**src/include/iybcs_pkg.sv**
```systemverilog
// constants and types for the indexed-y bus cycle sequencer
package iybcs_pkg;

  // fixed bus values
  localparam logic [7:0] IYBCS_PREBYTE = 8'h18;
  localparam logic [15:0] IYBCS_ONES_ADDR = 16'hffff;
  localparam logic [7:0] IYBCS_OP_JUMP = 8'h6e;
  localparam logic [7:0] IYBCS_OP_TEST = 8'h6d;
  localparam logic [7:0] IYBCS_OP_CALL = 8'had;

  // cycle numbers of the common head (cycles 1 to 4) and of the class tail (5 to 8)
  localparam logic [3:0] IYBCS_CYC_PREBYTE = 4'h1;
  localparam logic [3:0] IYBCS_CYC_OPCODE = 4'h2;
  localparam logic [3:0] IYBCS_CYC_OFFSET = 4'h3;
  localparam logic [3:0] IYBCS_CYC_DUMMY = 4'h4;
  localparam logic [3:0] IYBCS_CYC_OPND = 4'h5;
  localparam logic [3:0] IYBCS_CYC_SIX = 4'h6;
  localparam logic [3:0] IYBCS_CYC_SEVEN = 4'h7;
  localparam logic [3:0] IYBCS_CYC_EIGHT = 4'h8;

  // instruction lengths in bus cycles
  localparam logic [3:0] IYBCS_LEN_JUMP = 4'h4;
  localparam logic [3:0] IYBCS_LEN_ALU8 = 4'h5;
  localparam logic [3:0] IYBCS_LEN_RMW = 4'h7;
  localparam logic [3:0] IYBCS_LEN_TEST = 4'h7;
  localparam logic [3:0] IYBCS_LEN_STORE8 = 4'h5;
  localparam logic [3:0] IYBCS_LEN_LOAD16 = 4'h6;
  localparam logic [3:0] IYBCS_LEN_STORE16 = 4'h6;
  localparam logic [3:0] IYBCS_LEN_ARITH16 = 4'h7;
  localparam logic [3:0] IYBCS_LEN_CALL = 4'h7;
  localparam logic [3:0] IYBCS_LEN_BITOP = 4'h8;
  localparam logic [3:0] IYBCS_LEN_BRBIT = 4'h8;

  // instruction byte counts, for the fall-through address
  localparam logic [15:0] IYBCS_SIZE_BASIC = 16'h0003;
  localparam logic [15:0] IYBCS_SIZE_BITOP = 16'h0004;
  localparam logic [15:0] IYBCS_SIZE_BRBIT = 16'h0005;

  // instruction classes, given by the outside opcode decoder
  typedef enum logic [3:0] {
    IYBCS_CLS_JUMP = 4'h0,
    IYBCS_CLS_ALU8 = 4'h1,
    IYBCS_CLS_RMW = 4'h2,
    IYBCS_CLS_TEST = 4'h3,
    IYBCS_CLS_STORE8 = 4'h4,
    IYBCS_CLS_LOAD16 = 4'h5,
    IYBCS_CLS_STORE16 = 4'h6,
    IYBCS_CLS_ARITH16 = 4'h7,
    IYBCS_CLS_CALL = 4'h8,
    IYBCS_CLS_BITOP = 4'h9,
    IYBCS_CLS_BRBIT = 4'ha,
    IYBCS_CLS_BAD = 4'hf
  } iybcs_cls_type;

  // address sources for one bus cycle
  typedef enum logic [3:0] {
    IYBCS_SEL_PC0 = 4'h0,
    IYBCS_SEL_PC1 = 4'h1,
    IYBCS_SEL_PC2 = 4'h2,
    IYBCS_SEL_PC3 = 4'h3,
    IYBCS_SEL_PC4 = 4'h4,
    IYBCS_SEL_ONES = 4'h5,
    IYBCS_SEL_EA = 4'h6,
    IYBCS_SEL_EA1 = 4'h7,
    IYBCS_SEL_SP = 4'h8,
    IYBCS_SEL_SP1 = 4'h9
  } iybcs_sel_type;

  // sequencer states
  typedef enum logic [0:0] {
    IYBCS_ST_IDLE = 1'b0,
    IYBCS_ST_RUN = 1'b1
  } iybcs_st_type;

endpackage

```
**src/design/iybcs_sequencer.sv**
```systemverilog
// bus cycle sequencer for instructions in the indexed-y addressing mode
`timescale 1ns/1ns
module iybcs_sequencer
  import iybcs_pkg::*;
(
  // clock and reset
  input wire logic clk_i,
  input wire logic srst_i,
  // instruction start
  input wire logic start_i,
  input wire logic [15:0] pc_i,
  input wire logic [15:0] index_y_register_i,
  input wire logic [15:0] stack_ptr_i,
  // opcode class from the outside decoder, valid in cycle two
  input wire iybcs_cls_type op_class_i,
  // write data from the datapath
  input wire logic [7:0] wr_hi_i,
  input wire logic [7:0] wr_lo_i,
  input wire logic [7:0] result_i,
  // memory bus
  input wire logic [7:0] data_i,
  output logic [15:0] addr_o,
  output logic rw_o,
  output logic [7:0] data_o,
  output logic bus_valid_o,
  output logic [3:0] cycle_o,
  // instruction status
  output logic busy_o,
  output logic done_o,
  output logic bad_op_o,
  output logic [15:0] next_pc_o,
  output logic [7:0] offset_o,
  output logic [7:0] opnd_hi_o,
  output logic [7:0] opnd_lo_o,
  output logic [7:0] mask_o,
  output logic [7:0] br_off_o
);

  typedef struct packed {
    iybcs_st_type st;
    logic [3:0] cyc;
    iybcs_cls_type cls;
    logic [15:0] addr;
    logic rw;
    logic [7:0] dout;
    logic [15:0] pc;
    logic [15:0] index_y;
    logic [15:0] sp;
    logic [7:0] offset;
    logic [7:0] opnd_hi;
    logic [7:0] opnd_lo;
    logic [7:0] mask;
    logic [7:0] br_off;
    logic [15:0] next_pc;
    logic done;
    logic bad;
  } iybcs_state_type;

  iybcs_state_type state_r;
  iybcs_state_type state_nxt;

  // number of bus cycles of a class
  function automatic logic [3:0] cls_len(input iybcs_cls_type c);
    case (c)
      IYBCS_CLS_JUMP: cls_len = IYBCS_LEN_JUMP;
      IYBCS_CLS_ALU8: cls_len = IYBCS_LEN_ALU8;
      IYBCS_CLS_RMW: cls_len = IYBCS_LEN_RMW;
      IYBCS_CLS_TEST: cls_len = IYBCS_LEN_TEST;
      IYBCS_CLS_STORE8: cls_len = IYBCS_LEN_STORE8;
      IYBCS_CLS_LOAD16: cls_len = IYBCS_LEN_LOAD16;
      IYBCS_CLS_STORE16: cls_len = IYBCS_LEN_STORE16;
      IYBCS_CLS_ARITH16: cls_len = IYBCS_LEN_ARITH16;
      IYBCS_CLS_CALL: cls_len = IYBCS_LEN_CALL;
      IYBCS_CLS_BITOP: cls_len = IYBCS_LEN_BITOP;
      IYBCS_CLS_BRBIT: cls_len = IYBCS_LEN_BRBIT;
      default: cls_len = IYBCS_LEN_JUMP;
    endcase
  endfunction

  // address source of cycle k (five and up) for a class
  function automatic iybcs_sel_type tail_sel(input iybcs_cls_type c, input logic [3:0] k);
    tail_sel = IYBCS_SEL_ONES;
    case (c)
      IYBCS_CLS_RMW: tail_sel = (k == IYBCS_CYC_SIX) ? IYBCS_SEL_ONES : IYBCS_SEL_EA;
      IYBCS_CLS_TEST: tail_sel = (k == IYBCS_CYC_OPND) ? IYBCS_SEL_EA : IYBCS_SEL_ONES;
      IYBCS_CLS_LOAD16, IYBCS_CLS_STORE16, IYBCS_CLS_ARITH16:
        case (k)
          IYBCS_CYC_OPND: tail_sel = IYBCS_SEL_EA;
          IYBCS_CYC_SIX: tail_sel = IYBCS_SEL_EA1;
          default: tail_sel = IYBCS_SEL_ONES;
        endcase
      IYBCS_CLS_CALL:
        case (k)
          IYBCS_CYC_OPND: tail_sel = IYBCS_SEL_EA;
          IYBCS_CYC_SIX: tail_sel = IYBCS_SEL_SP;
          default: tail_sel = IYBCS_SEL_SP1;
        endcase
      IYBCS_CLS_BITOP:
        case (k)
          IYBCS_CYC_SIX: tail_sel = IYBCS_SEL_PC3;
          IYBCS_CYC_SEVEN: tail_sel = IYBCS_SEL_ONES;
          default: tail_sel = IYBCS_SEL_EA;
        endcase
      IYBCS_CLS_BRBIT:
        case (k)
          IYBCS_CYC_OPND: tail_sel = IYBCS_SEL_EA;
          IYBCS_CYC_SIX: tail_sel = IYBCS_SEL_PC3;
          IYBCS_CYC_SEVEN: tail_sel = IYBCS_SEL_PC4;
          default: tail_sel = IYBCS_SEL_ONES;
        endcase
      default: tail_sel = IYBCS_SEL_EA;
    endcase
  endfunction

  // true when cycle k of a class writes memory
  function automatic logic tail_write(input iybcs_cls_type c, input logic [3:0] k);
    case (c)
      IYBCS_CLS_RMW: tail_write = (k == IYBCS_CYC_SEVEN);
      IYBCS_CLS_STORE8: tail_write = 1'b1;
      IYBCS_CLS_STORE16: tail_write = 1'b1;
      IYBCS_CLS_CALL: tail_write = (k != IYBCS_CYC_OPND);
      IYBCS_CLS_BITOP: tail_write = (k == IYBCS_CYC_EIGHT);
      default: tail_write = 1'b0;
    endcase
  endfunction

  // next-state logic: one step of the bus sequence per clock
  always_comb
  begin
    iybcs_cls_type cls_v;
    iybcs_sel_type sel_v;
    logic [3:0] k_v;
    logic [15:0] ea_v;
    logic [15:0] ret_v;
    cls_v = state_r.cls;
    sel_v = IYBCS_SEL_ONES;
    k_v = state_r.cyc + 4'h1;
    ea_v = state_r.index_y + {8'h00, state_r.offset};
    ret_v = state_r.pc + IYBCS_SIZE_BASIC;
    state_nxt = state_r;
    state_nxt.done = 1'b0;
    state_nxt.bad = 1'b0;
    case (state_r.st)
      IYBCS_ST_IDLE:
      begin
        if (start_i)
        begin
          state_nxt.st = IYBCS_ST_RUN;
          state_nxt.cyc = IYBCS_CYC_PREBYTE;
          state_nxt.pc = pc_i;
          state_nxt.index_y = index_y_register_i;
          state_nxt.sp = stack_ptr_i;
          state_nxt.addr = pc_i;
          state_nxt.rw = 1'b1;
        end
      end
      IYBCS_ST_RUN:
      begin
        // capture what the bus returned in the cycle now ending
        case (state_r.cyc)
          IYBCS_CYC_OPCODE:
          begin
            cls_v = op_class_i;
            state_nxt.cls = op_class_i;
          end
          IYBCS_CYC_OFFSET: state_nxt.offset = data_i;
          IYBCS_CYC_OPND: state_nxt.opnd_hi = data_i;
          IYBCS_CYC_SIX:
          begin
            if (state_r.cls == IYBCS_CLS_BITOP || state_r.cls == IYBCS_CLS_BRBIT)
              state_nxt.mask = data_i;
            else
              state_nxt.opnd_lo = data_i;
          end
          IYBCS_CYC_SEVEN:
          begin
            if (state_r.cls == IYBCS_CLS_BRBIT)
              state_nxt.br_off = data_i;
          end
          default: ;
        endcase
        // head cycles fixed, tail cycles by class
        case (k_v)
          IYBCS_CYC_OPCODE: sel_v = IYBCS_SEL_PC1;
          IYBCS_CYC_OFFSET: sel_v = IYBCS_SEL_PC2;
          IYBCS_CYC_DUMMY: sel_v = IYBCS_SEL_ONES;
          default: sel_v = tail_sel(cls_v, k_v);
        endcase
        case (sel_v)
          IYBCS_SEL_PC1: state_nxt.addr = state_r.pc + 16'h0001;
          IYBCS_SEL_PC2: state_nxt.addr = state_r.pc + 16'h0002;
          IYBCS_SEL_PC3: state_nxt.addr = state_r.pc + 16'h0003;
          IYBCS_SEL_PC4: state_nxt.addr = state_r.pc + 16'h0004;
          IYBCS_SEL_EA: state_nxt.addr = ea_v;
          IYBCS_SEL_EA1: state_nxt.addr = ea_v + 16'h0001;
          IYBCS_SEL_SP: state_nxt.addr = state_r.sp;
          IYBCS_SEL_SP1: state_nxt.addr = state_r.sp - 16'h0001;
          default: state_nxt.addr = IYBCS_ONES_ADDR;
        endcase
        state_nxt.rw = !((k_v >= IYBCS_CYC_OPND) && tail_write(cls_v, k_v));
        // write data is taken at the edge that opens the write cycle
        case (sel_v)
          IYBCS_SEL_SP: state_nxt.dout = ret_v[7:0];
          IYBCS_SEL_SP1: state_nxt.dout = ret_v[15:8];
          IYBCS_SEL_EA1: state_nxt.dout = wr_lo_i;
          default:
          begin
            if (cls_v == IYBCS_CLS_STORE16)
              state_nxt.dout = wr_hi_i;
            else if (cls_v == IYBCS_CLS_STORE8)
              state_nxt.dout = wr_lo_i;
            else
              state_nxt.dout = result_i;
          end
        endcase
        state_nxt.cyc = k_v;
        // a wrong prebyte or unknown class ends the instruction early
        if ((state_r.cyc == IYBCS_CYC_PREBYTE && data_i != IYBCS_PREBYTE) ||
            (state_r.cyc == IYBCS_CYC_OPCODE && cls_len(cls_v) == IYBCS_LEN_JUMP &&
             cls_v != IYBCS_CLS_JUMP))
        begin
          state_nxt.st = IYBCS_ST_IDLE;
          state_nxt.bad = 1'b1;
          state_nxt.cyc = 4'h0;
          state_nxt.addr = IYBCS_ONES_ADDR;
          state_nxt.rw = 1'b1;
        end
        else if (state_r.cyc >= IYBCS_CYC_DUMMY && state_r.cyc == cls_len(cls_v))
        begin
          state_nxt.st = IYBCS_ST_IDLE;
          state_nxt.done = 1'b1;
          state_nxt.cyc = 4'h0;
          state_nxt.addr = IYBCS_ONES_ADDR;
          state_nxt.rw = 1'b1;
          case (cls_v)
            IYBCS_CLS_JUMP, IYBCS_CLS_CALL: state_nxt.next_pc = ea_v;
            IYBCS_CLS_BITOP: state_nxt.next_pc = state_r.pc + IYBCS_SIZE_BITOP;
            IYBCS_CLS_BRBIT: state_nxt.next_pc = state_r.pc + IYBCS_SIZE_BRBIT;
            default: state_nxt.next_pc = ret_v;
          endcase
        end
      end
      default: state_nxt.st = IYBCS_ST_IDLE;
    endcase
  end

  // state register; bus rests at ffffh read while idle
  always_ff @(posedge clk_i)
  begin
    if (srst_i)
    begin
      state_r <= '0;
      state_r.st <= IYBCS_ST_IDLE;
      state_r.cls <= IYBCS_CLS_BAD;
      state_r.addr <= IYBCS_ONES_ADDR;
      state_r.rw <= 1'b1;
    end
    else
      state_r <= state_nxt;
  end

  // outputs straight from the state register
  assign addr_o = state_r.addr;
  assign rw_o = state_r.rw;
  assign data_o = state_r.dout;
  assign bus_valid_o = (state_r.st == IYBCS_ST_RUN);
  assign cycle_o = state_r.cyc;
  assign busy_o = (state_r.st == IYBCS_ST_RUN);
  assign done_o = state_r.done;
  assign bad_op_o = state_r.bad;
  assign next_pc_o = state_r.next_pc;
  assign offset_o = state_r.offset;
  assign opnd_hi_o = state_r.opnd_hi;
  assign opnd_lo_o = state_r.opnd_lo;
  assign mask_o = state_r.mask;
  assign br_off_o = state_r.br_off;

endmodule // iybcs_sequencer

```
**config.mk**
```make
export PLATFORM = sky130hd
export DESIGN_NAME = iybcs_sequencer
export DESIGN_NICKNAME = d
export VERILOG_FILES = /design/src/include/iybcs_pkg.sv /design/src/design/iybcs_sequencer.sv
export SDC_FILE = /design/constraint.sdc
export NUM_CORES = 1
export LEC_CHECK = 0
export ABC_AREA = 1
export BUFFER_PORTS_ARGS = -buffer_cell sky130_fd_sc_hd__buf_2
export CELL_PAD_IN_SITES_DETAIL_PLACEMENT = 1
export CELL_PAD_IN_SITES_GLOBAL_PLACEMENT = 2
export CORE_AREA = 2 2 207 209
export CTS_BUF_LIST = sky130_fd_sc_hd__clkbuf_8 sky130_fd_sc_hd__clkbuf_16
export DETAILED_ROUTE_END_ITERATION = 16
export DIE_AREA = 0 0 209 211
export PLACE_DENSITY = 0.66
export SETUP_SLACK_MARGIN = 0.4
export SLEW_MARGIN = 10
export SYNTH_ARGS = -nofsm -noshare
export SYNTH_HDL_FRONTEND = slang
export SYNTH_SLANG_ARGS = --single-unit
```
**constraint.sdc**
```tcl
create_clock -name clk_i -period 5.6 [get_ports clk_i]
set_clock_uncertainty 0.1 [all_clocks]
set_input_delay 0.56 -clock clk_i [delete_from_list [all_inputs] [get_ports clk_i]]
set_output_delay 0.56 -clock clk_i [all_outputs]
set_load 0.01 [all_outputs]
```
**After elaboration in Yosys (flattened, before gate mapping)**

Memory sizes are Yosys's and may differ from the RTL's.
Cells that the tools add are included.
Widths: inputs -> output; s select.

- Memories: 2
- Register bits after elaboration: 140
- Input bits: 87
- Memory bits (read-only): 128
- Logic and storage cells: 123
- Output and inout port bits: 89

Memory list:

| name | words | width | rd ports | clocked after Yosys merged registers in | write ports | line | text |
|---|---|---|---|---|---|---|---|
| (name not given) | 16 | 4 | 1 | 0 | 0 | iybcs_sequencer.sv:64 | `case (c)` |
| (name not given) | 16 | 4 | 1 | 0 | 0 | iybcs_sequencer.sv:64 |  |

- $add $sub $neg: 9
- Multiplexer cells: 31
- Reduce and logical (&&, ||, !) cells: 22
- Order comparisons: 2
- Bitwise logic cells: 3
- Equal/unequal tests: 37

Operators with widths:

| cell | number |
|---|---|
| $pmux 16 s8 | 1 |
| $eq 4x3->1 const B | 15 |
| $mux 17 | 3 |
| $pmux 16 s3 | 1 |
| $pmux 17 s2 | 1 |
| $add 16x1->16 const B | 2 |
| $add 16x2->16 const B | 2 |
| $add 16x3->16 const B | 2 |
| $eq 4x2->1 const B | 8 |
| $eq 4x4->1 const B | 8 |
| $mux 4 | 6 |
| $pmux 4 s6 | 1 |
| $pmux 8 s3 | 1 |
| $add 16x8->16 | 1 |
| $mux 8 | 2 |
| $sub 16x1->16 const B | 1 |
| $mux 5 | 3 |
| $pmux 4 s3 | 1 |
| $reduce_and 3->1 | 4 |
| $pmux 5 s2 | 1 |
| $pmux 3 s3 | 1 |
| $eq 4x1->1 const B | 2 |
| $ge 4x3->1 const B | 2 |
| $ne 8x5->1 const B | 1 |
| 19 further kinds | 34 |

**Longest topological paths before layout**

Gate-level depths: netlist of the first run.
An unclocked memory read counts as a cell.

- Word-level depth: 16
- Depth in mapped cells: 32
- Mapped depth without buffers: 31

**Worst setup path after synthesis of the first run**

No wires, ideal clock.

- Path type: flip-flop to flip-flop
- Start: reg state_r, in the netlist cycle_o[0]
- End: reg state_r, in the netlist addr_o[14]
- Cell stages (with the launch flop): 29
- Setup slack: 1.600 ns
- Setup time: 0.115 ns
- Data required time: 5.385 ns
- Data arrival time: 3.785 ns
- Clock period less this slack: 4.000 ns
- Path buffers: 1
- Path through: dfxtp_1 -> inv_1 -> ha_1 -> nand2_8 -> o21ai_0 -> inv_1 -> ha_1 -> inv_1 -> nand3_1 -> nand3_1 -> nand2_1 -> nor2_1 -> nand2_1 -> nand3_1 -> nand2_2 -> nand2_4 -> nand2_8 -> nor2_8 -> buf_8 -> nand2_2 -> nand2_2 -> ha_1 -> nand3_1 -> nor3_1 -> nand3_1 -> nand3_1 -> nand2_1 -> nand2_1 -> nand2_1

- Word-level cells in the longest chain between the ends: 13
- Elaborated cells between the ends (all ways): 55
- Classes of those cells: add/sub: 1; order compare: 1; eq/ne: 26; mux: 18; reduce/logical: 7; memory: 2

Ends and longest elaborated chain:

| element | line | text |
|---|---|---|
| from (decl) | iybcs_sequencer.sv:59 | `iybcs_state_type state_r;` |
| from (signal assigned) | iybcs_sequencer.sv:259 | `state_r <= state_nxt;` |
| branches (longest 11 deep; another with $add 4x1->4) | n/a |  |
| $mux 17 * | iybcs_sequencer.sv:218 | `if ((state_r.cyc == IYBCS_CYC_PREBYTE && data_i != IYBCS_PREBYTE) \|\|` |
| $pmux 17 s2 * | iybcs_sequencer.sv:143 | `case (state_r.st)` |

Every way passes the cells marked *. The select of a mux whose other input is x is not followed.
A chain may end at the register's enable or synchronous reset.

**Final worst setup path of the first run**

- Start: reg state_r, in the netlist cycle_o[1]
- End: reg state_r, in the netlist addr_o[4]

Same word-level chain as after synthesis.

==> results of run 1 <==
-- area by class of cell --
cell class / instances / area, um2 / share of cell area
Multi-Input combinational cell: 1143 / 6010 / 0.514
Antenna cell: 1 / 2.50 / 0.000214
Sequential cell: 140 / 2800 / 0.239
Clock inverter: 12 / 125 / 0.0107
Tap cell: 539 / 674 / 0.0576
Inverter: 142 / 537 / 0.0458
Clock buffer: 20 / 467 / 0.0399
Timing Repair Buffer: 203 / 1090 / 0.0928
-- state kept, by name, summed over array words and instances, names as in the netlist --
register and flops:
next_pc_o 16, data_o 8, offset_o 8, br_off_o 8, rw_o 1, addr_o 16
mask_o 8, opnd_hi_o 8, cycle_o 4, bus_valid_o 1, bad_op_o 1, done_o 1
state_r 52, opnd_lo_o 8
-- critical path: cells and delay by family, from the launching register on --
family                     cells  cell delay [ns]
AOI/OAI and AO/OA              2             0.62
adders and majority gates      3             0.87
buffers and inverters          5             0.41
DFF                            1             0.51
and+or+nand+nor               17             2.23
-- cells in the final DEF (no fill, tap or decap), types with 15 or more instances in the layout --
master,synthesis,final
sky130_fd_sc_hd__a21oi_1,113,113
sky130_fd_sc_hd__o22ai_1,20,20
sky130_fd_sc_hd__nor3_1,18,18
sky130_fd_sc_hd__nand3_1,73,73
sky130_fd_sc_hd__a221oi_1,15,15
sky130_fd_sc_hd__nand4_1,15,15
sky130_fd_sc_hd__xor2_1,47,47
sky130_fd_sc_hd__o21ai_0,165,163
sky130_fd_sc_hd__buf_2,7,175
sky130_fd_sc_hd__nand2_1,309,309
sky130_fd_sc_hd__ha_1,28,28
sky130_fd_sc_hd__buf_4,88,28
sky130_fd_sc_hd__nand2_2,16,16
sky130_fd_sc_hd__dfxtp_1,140,139
sky130_fd_sc_hd__clkbuf_16,0,17
sky130_fd_sc_hd__nor2_1,202,200
sky130_fd_sc_hd__inv_1,131,130
-- kinds of logic after synthesis --
family,Yosys count,synth area share
flops,140,0.272
fa+ha+maj,29,0.0359
compound gates,386,0.215
xor+xnor,53,0.0451
buf+inv,291,0.145
simple gates,675,0.287
-- layer usage --
layer,wire [um],part of all wire,vias up,track usage
met1,22800,0.47,5336,0.297
met2,21600,0.44,338,0.350
met4,850,0.018,4,0.0613
met5,23,0.00047,-,0
met3,3310,0.068,50,0.0562
li1,-,-,5317,-
-- worst max-delay path by stage --
stage          slack (ns)    endpoint       start  depth (start not counted)
5_1_grt              0.39  addr_o[14]  cycle_o[1]                         28
2_1_floorplan        1.60  addr_o[14]  cycle_o[0]                         28
3_5_place_dp         0.61   addr_o[4]  cycle_o[0]                         28
6_report             0.78   addr_o[4]  cycle_o[1]                         27
3_3_place_gp         0.80   addr_o[4]  cycle_o[0]                         28
4_1_cts              0.58   addr_o[4]  cycle_o[0]                         28
-- power groups by stage --
stage,clock network (mW),registers [mW],logic [mW]
after floorplan,0,1.10,0.534
after global placement,0,1.13,0.811
after detailed placement,0,1.13,0.811
after CTS,1.20,1.11,0.816
after global routing,1.24,1.12,0.900
final,1.16,1.11,0.820
==> results summary, run 1 <==
The total count of hold-check failures in the final report was 0. The share of power burned in registers is 0.359. The design internal power is 1.94 mW.

The HPWL reported at the end of detailed placement is 38,400 um. STA puts the critical path data arrival time at 5.11 ns. The effective utilization at floorplan is 0.247. The flop and latch count out of synthesis is 140. The largest individual stage delay along the critical path comes from the cell sky130_fd_sc_hd__dfxtp_1. The number of top-level pins is 176. The synthesized design spends more area on one cell type than any other, namely sky130_fd_sc_hd__dfxtp_1.

The number of synthesized flops with an enable pin came out at 0. The largest net degree at the start of global routing came out at 72. The clock reaches the later pin of the worst-skew pair after 0.45 ns.

The maximum vdd ir drop came out at 0.000185 V. After synthesis, the most frequently instantiated cells are 309 x sky130_fd_sc_hd__nand2_1, 202 x sky130_fd_sc_hd__nor2_1, 165 x sky130_fd_sc_hd__o21ai_0. The path with the worst hold slack has its endpoint at state_r[74].

In this run the critical register-to-register path is captured at addr_o[4]. The beginning of the worst register-to-register path is cycle_o[1]. The number of cells in the finished layout apart from fillers came out at 2,200. Among the stages of the critical path, the cell type that occurs most often is sky130_fd_sc_hd__nand2_1. The detail-routed net length per standard cell came out at 22.1 um. The share of final-layout standard cells stronger than drive strength 1 is 0.178.

The worst setup path is captured at a flop. The actual transition at the worst max-transition pin came out at 0.929 ns. The final critical delay including setup and external delays came out at 4.82 ns.

The highest clock frequency the design can meet came out at 207 MHz. The maximum clock insertion buffer count is 2. The worst hold path begins at index_y_register_i[0]. Compared with the post-synthesis result, the final layout area differs by 13.6%. The number of antenna violations at the first check in global routing came out at 3. The die covers 44,100 um2. Once layout is done, the placed cells without fillers occupy 11,700 um2. The height of the die came out at 211 um. The number of design-rule violations left by the first detailed-router iteration is 832. The total core area is 41,800 um2. CTS saw 140 sinks. The hold path depth is 3.

Along the worst path, the maximum fanout reaches 16. The flow ran to the end, and the final reports show no timing, DRC or antenna violations. The first-pass iteration count of the detailed router came out at 7. The number of global-route vias before repair is 11.3k. The top cell type's share of synthesized area came out at 0.272. The final core utilization came out at 0.280.

The H-tree generated during clock tree synthesis spans 4 levels. The worst min-delay path class is input pin to flop. The smallest setup slack after layout came out at 0.778 ns.

The data required time of the worst path came out at 5.89 ns. The switching fraction of total power is 0.372. By area the synthesized netlist is led by sky130_fd_sc_hd__dfxtp_1 27%, sky130_fd_sc_hd__nand2_1 11%, sky130_fd_sc_hd__o21ai_0 8.0%. The max-cap check violation count is 0. The summed instance area of the synthesized netlist came out at 10,300 um2. The total routing resource utilization after global routing came out at 0.221. The filler cells instantiated in the layout total 5,253.

The TritonCTS clock tree is done. The delay of the slowest cell on the worst path is 0.51 ns. The routed layout has 11.0k vias.

The power share of the combinational group is 0.265. In this run the remaining antenna-violating nets after routing total 0. The total power draw came out at 3.10 mW. The count of cell types in the netlist came out at 56. The tree is rooted in a sky130_fd_sc_hd__clkbuf_16.

The type of the setup path with the least slack is flop to flop. The flop-to-flop setup slack is 0.78 ns. In this run the horizontal extent of the chip is 209 um. The setup TNS came out at 0 ns. The total overflow left after global routing is 0. Measured against its own limit, the worst slew margin works out to 0.378.

The number of placement rows is 75. For this run, the register share of the synthesized area comes to 0.272. Post-CTS timing repair inserted 0 buffers for setup. The worst-case reg-to-reg path depth is 27. The most common cell in the synthesized netlist is sky130_fd_sc_hd__nand2_1. The power per cell area is 264 nW/um2.

The number of failing setup endpoints in the final timing report is 0. After the last flow step, the layout net total stands at 1,763. The final-report max-slew violation count is 0.

Among all flip-flop cells after synthesis, the most frequent one is sky130_fd_sc_hd__dfxtp_1. The cell total after placement came out at 2,167. The fraction of the cycle the final worst path needs is 0.861. The share of total power in the clock network came out at 0.376. The total detailed-routing wirelength is 48,600 um. The total cell area at the placement stage came out at 11,100 um2. The leakage power total came out at 5.15 nW. The number of hold buffers added after CTS was 0. During placement, the flow inserted port buffers numbering 175. The pre-CTS worst setup slack is 0.615 ns. STA classifies the critical path startpoint as a flop. The final weighted congestion in routability-driven placement is 0.983.

The global-route wire length before repair is 72,400 um. The mean post-synth cell area is 6.55 um2. The worst hold slack came out at 0.235 ns.

The count of synthesis-stage warnings from yosys came out at 0. The switching power is 1.15 mW. TritonCTS created 17 clock buffers. After clock tree synthesis, the clock-pin slew on the worst setup and hold paths is 0.07 ns. The share of flip-flops with an asynchronous set or reset after synthesis came out at 0. The synthesized net count came out at 1,690. The count of mapped cells out of synthesis came out at 1,574.

Setup repair after global routing could not meet its margin everywhere. The via-per-instance ratio came out at 5.02. The number of design rule violations left after detail routing came out at 0.

The post-cts sizing count came out at 0.
No activity file was read; power rests on OpenSTA's default activity.
==> run 2, diff against run 1 <==
==> constraint.sdc (replaced) <==
create_clock -name clk_i -period 5.6 [get_ports clk_i]
set_clock_uncertainty 0.1 [all_clocks]
set_input_delay 1.12 -clock clk_i [delete_from_list [all_inputs] [get_ports clk_i]]
set_output_delay 1.12 -clock clk_i [all_outputs]
set_load 0.01 [all_outputs]
==> run 2 against run 1 <==
  * First-iteration DRC count down 28%
  * Total power up 1.5%
  * Die area unchanged
  * Combinational power about the same
==> results summary, run 2 (same netlist as run 1, synthesis figures left out) <==
The worst-case headroom to the max-slew limit is 0.355 (was 0.378). The beginning of the worst register-to-register path was cycle_o[0] (was cycle_o[1]). The final-report max-slew violation count is 0 (unchanged). The area of the multi-input gates is 6020 um2 (was 6010 um2). The total number of vias came out at 10.8k (was 11.0k).

The number of failing setup endpoints in the final timing report is 0 (unchanged). The number of top-level pins came out at 176 (unchanged). The effective utilization at floorplan is 0.247 (unchanged).

The register containing the most flip-flops in the final layout is state_r (unchanged). The buffer cell driving the clock tree root is sky130_fd_sc_hd__clkbuf_16 (unchanged). The storage element area came out at 2800 um2 (unchanged). The power per cell area came out at 267 nW/um2 (was 264 nW/um2). The hold path depth was 2 (was 3). The actual transition at the worst max-transition pin came to 0.967 ns (was 0.929 ns).

The total cell area at the placement stage came out at 11,200 um2 (was 11,100 um2). The maximum vdd ir drop is 0.000157 V (was 0.000185 V). The final core utilization is 0.282 (was 0.280). The fill cell total of the finished layout is 5,303 (was 5,253). Most used cells in the layout excluding fill and tap cells: 309 x sky130_fd_sc_hd__nand2_1, 201 x sky130_fd_sc_hd__nor2_1, 175 x sky130_fd_sc_hd__buf_2 (was 309 x sky130_fd_sc_hd__nand2_1, 200 x sky130_fd_sc_hd__nor2_1, 175 x sky130_fd_sc_hd__buf_2).

The total detailed-routing wirelength is 48,300 um (was 48,600 um). The count of hold-fix buffers inserted at cts came out at 0 (unchanged). The biggest fanout along the worst timing path came out at 21 (was 16). The number of placement rows is 75 (unchanged). The worst hold slack came to 0.344 ns (was 0.235 ns). The number of antenna violations at the first check in global routing is 1 (was 3). The final instance area came out at 11,800 um2 (was 11,700 um2). The HPWL reported at the end of detailed placement came out at 38,700 um (was 38,400 um). The setup TNS was 0 ns (unchanged). The total core area is 41,800 um2 (unchanged). The clock transition at the registers of the reported paths was 0.07 ns (about the same). The max-cap check violation count is 0 (unchanged). The worst min-delay path class is flop to flop (was input pin to flop). The TritonCTS clock tree is done (unchanged). The fraction of the cycle the final worst path needs came out at 0.846 (was 0.861). The element type at the critical path end is a flop (unchanged). The TritonCTS buffer count is 17 (unchanged).

The remaining antenna violation count after routing came to 0 (unchanged). The total count of hold-check failures in the final report is 0 (unchanged). The clock sink count came out at 140 (unchanged). The end of the worst register-to-register path is addr_o[7] (was addr_o[4]). The number of H-tree levels came out at 4 (unchanged).

The detail-routed net length per standard cell is 21.9 um (was 22.1 um). The number of global-route vias before repair came out at 11.0k (was 11.3k). The final weighted congestion in routability-driven placement is 0.926 (was 0.983). The global-route wire length before repair came out at 72,200 um (was 72,400 um). The insertion delay of the later-clocked pin in the worst-skew pair was 0.45 ns (about the same). The area of the die is 44,100 um2 (unchanged). The total routing resource utilization after global routing is 0.221 (about the same). The data arrival time of the critical path came to 5.01 ns (was 5.11 ns). Result of the run: completed (unchanged). The via-per-instance ratio came out at 4.88 (was 5.02). The net count reported at finish was 1,772 (was 1,763). The highest clock frequency the design can meet is 211 MHz (was 207 MHz). The chip width is 209 um (unchanged). The number of flip-flops under the largest register name was 52 (unchanged). The leading cell type in the layout, fill and taps excluded was sky130_fd_sc_hd__nand2_1 (unchanged).

The largest net degree at the start of global routing came to 98 (was 72). The data required time of the worst path is 5.88 ns (was 5.89 ns). The share of final-layout standard cells stronger than drive strength 1 came out at 0.183 (was 0.178). The number of I/O port buffers is 175 (unchanged). The final critical delay including setup and external delays came out at 4.74 ns (was 4.82 ns). The worst-case reg-to-reg path depth came out at 26 (was 27). The leakage power total is 5.20 nW (was 5.15 nW).

The layout-stage area growth over the synthesis result is 14.4% (was 13.6%). The number of design rule violations left after detail routing is 0 (unchanged). The startpoint of the tightest hold check path was opnd_hi_o[0] (was index_y_register_i[0]). The destination of the worst hold path is opnd_hi_o[0] (was state_r[74]). The flop-to-flop setup slack came out at 0.86 ns (was 0.78 ns). The element type at the critical path start is a flop (unchanged). The first-pass iteration count of the detailed router came out at 5 (was 7). The type of the setup path with the least slack is flop to flop (unchanged). The maximum clock insertion buffer count came out at 2 (unchanged). The height of the die came out at 211 um (unchanged). The total overflow reported by the global router is 0 (unchanged). Unrepaired setup endpoints after global routing: no (was yes).

The number of design-rule violations left by the first detailed-router iteration is 597 (was 832).
-- run 2: worst max path at each step --
stage	start	end	slack, ns
2_1_floorplan	op_class_i[0]	addr_o[14]	1.44
3_3_place_gp	op_class_i[0]	addr_o[7]	0.52
3_5_place_dp	op_class_i[0]	addr_o[7]	0.44
4_1_cts	cycle_o[0]	addr_o[7]	0.50
5_1_grt	cycle_o[0]	addr_o[7]	0.41
6_report	cycle_o[0]	addr_o[7]	0.86
-- run 2: stage by stage --
step	setup WS (ns)	std cells	total power, mW
3_3_place_gp	0.517	2176	1.95
2_1_floorplan	1.44	1574	1.63
4_1_cts	0.502	2208	3.18
6_report	0.861	2209	3.14
5_1_grt	0.409	2208	3.31
3_5_place_dp	0.441	2176	1.95
-- run 2: what timing repair did --
item,4_1_cts,5_1_grt
setup endpoints to repair,0,14
hold endpoints to repair,0,0
setup buffers,0,0
gates resized for setup,0,5
-- run 2: cell type report --
type / instances / share of cell area
Multi-Input combinational cell: 1143 / 0.510
Sequential cell: 140 / 0.238
Timing Repair Buffer: 212 / 0.0979
Tap cell: 539 / 0.0572
Inverter: 142 / 0.0455
Clock buffer: 17 / 0.0361
Clock inverter: 15 / 0.0149
Antenna cell: 1 / 0.000212
-- run 2: per-layer routing --
metal / up-vias / GRT usage / wire (um)
met5: - / 0 / 0
met2: 247 / 0.350 / 21500
met4: 0 / 0.0552 / 810
met3: 30 / 0.0427 / 2250
met1: 5170 / 0.308 / 23800
li1: 5336 / - / -
-- run 2: worst max-delay path: stages, from the launching register on --
cell                      delay, ns
sky130_fd_sc_hd__dfxtp_2       0.37
sky130_fd_sc_hd__inv_1         0.18
sky130_fd_sc_hd__ha_2          0.35
sky130_fd_sc_hd__nand2_8       0.10
sky130_fd_sc_hd__o21ai_1       0.35
sky130_fd_sc_hd__ha_1          0.31
sky130_fd_sc_hd__nand3_1       0.17
sky130_fd_sc_hd__nor2_2        0.24
sky130_fd_sc_hd__nand3_1       0.10
sky130_fd_sc_hd__nand2_1       0.08
sky130_fd_sc_hd__inv_1         0.04
sky130_fd_sc_hd__nand3_1       0.07
sky130_fd_sc_hd__nand2_1       0.07
sky130_fd_sc_hd__nand2_2       0.25
sky130_fd_sc_hd__nand2_8       0.15
sky130_fd_sc_hd__nor2_8        0.27
sky130_fd_sc_hd__buf_4         0.31
sky130_fd_sc_hd__nand2_1       0.08
sky130_fd_sc_hd__nand2_1       0.12
sky130_fd_sc_hd__nand2_1       0.16
sky130_fd_sc_hd__nor2_2        0.23
sky130_fd_sc_hd__nand2_1       0.12
sky130_fd_sc_hd__nand2_1       0.08
sky130_fd_sc_hd__nand3_1       0.09
sky130_fd_sc_hd__nand2_1       0.11
sky130_fd_sc_hd__inv_1         0.05
sky130_fd_sc_hd__o21ai_1       0.10
-- run 2: report_power, final --
group	total (mW)	leakage (nW)	switching (mW)	internal [mW]
registers	1.11	1.15	0.0640	1.05
logic	0.822	3.75	0.580	0.242
clock network	1.21	0.297	0.534	0.674
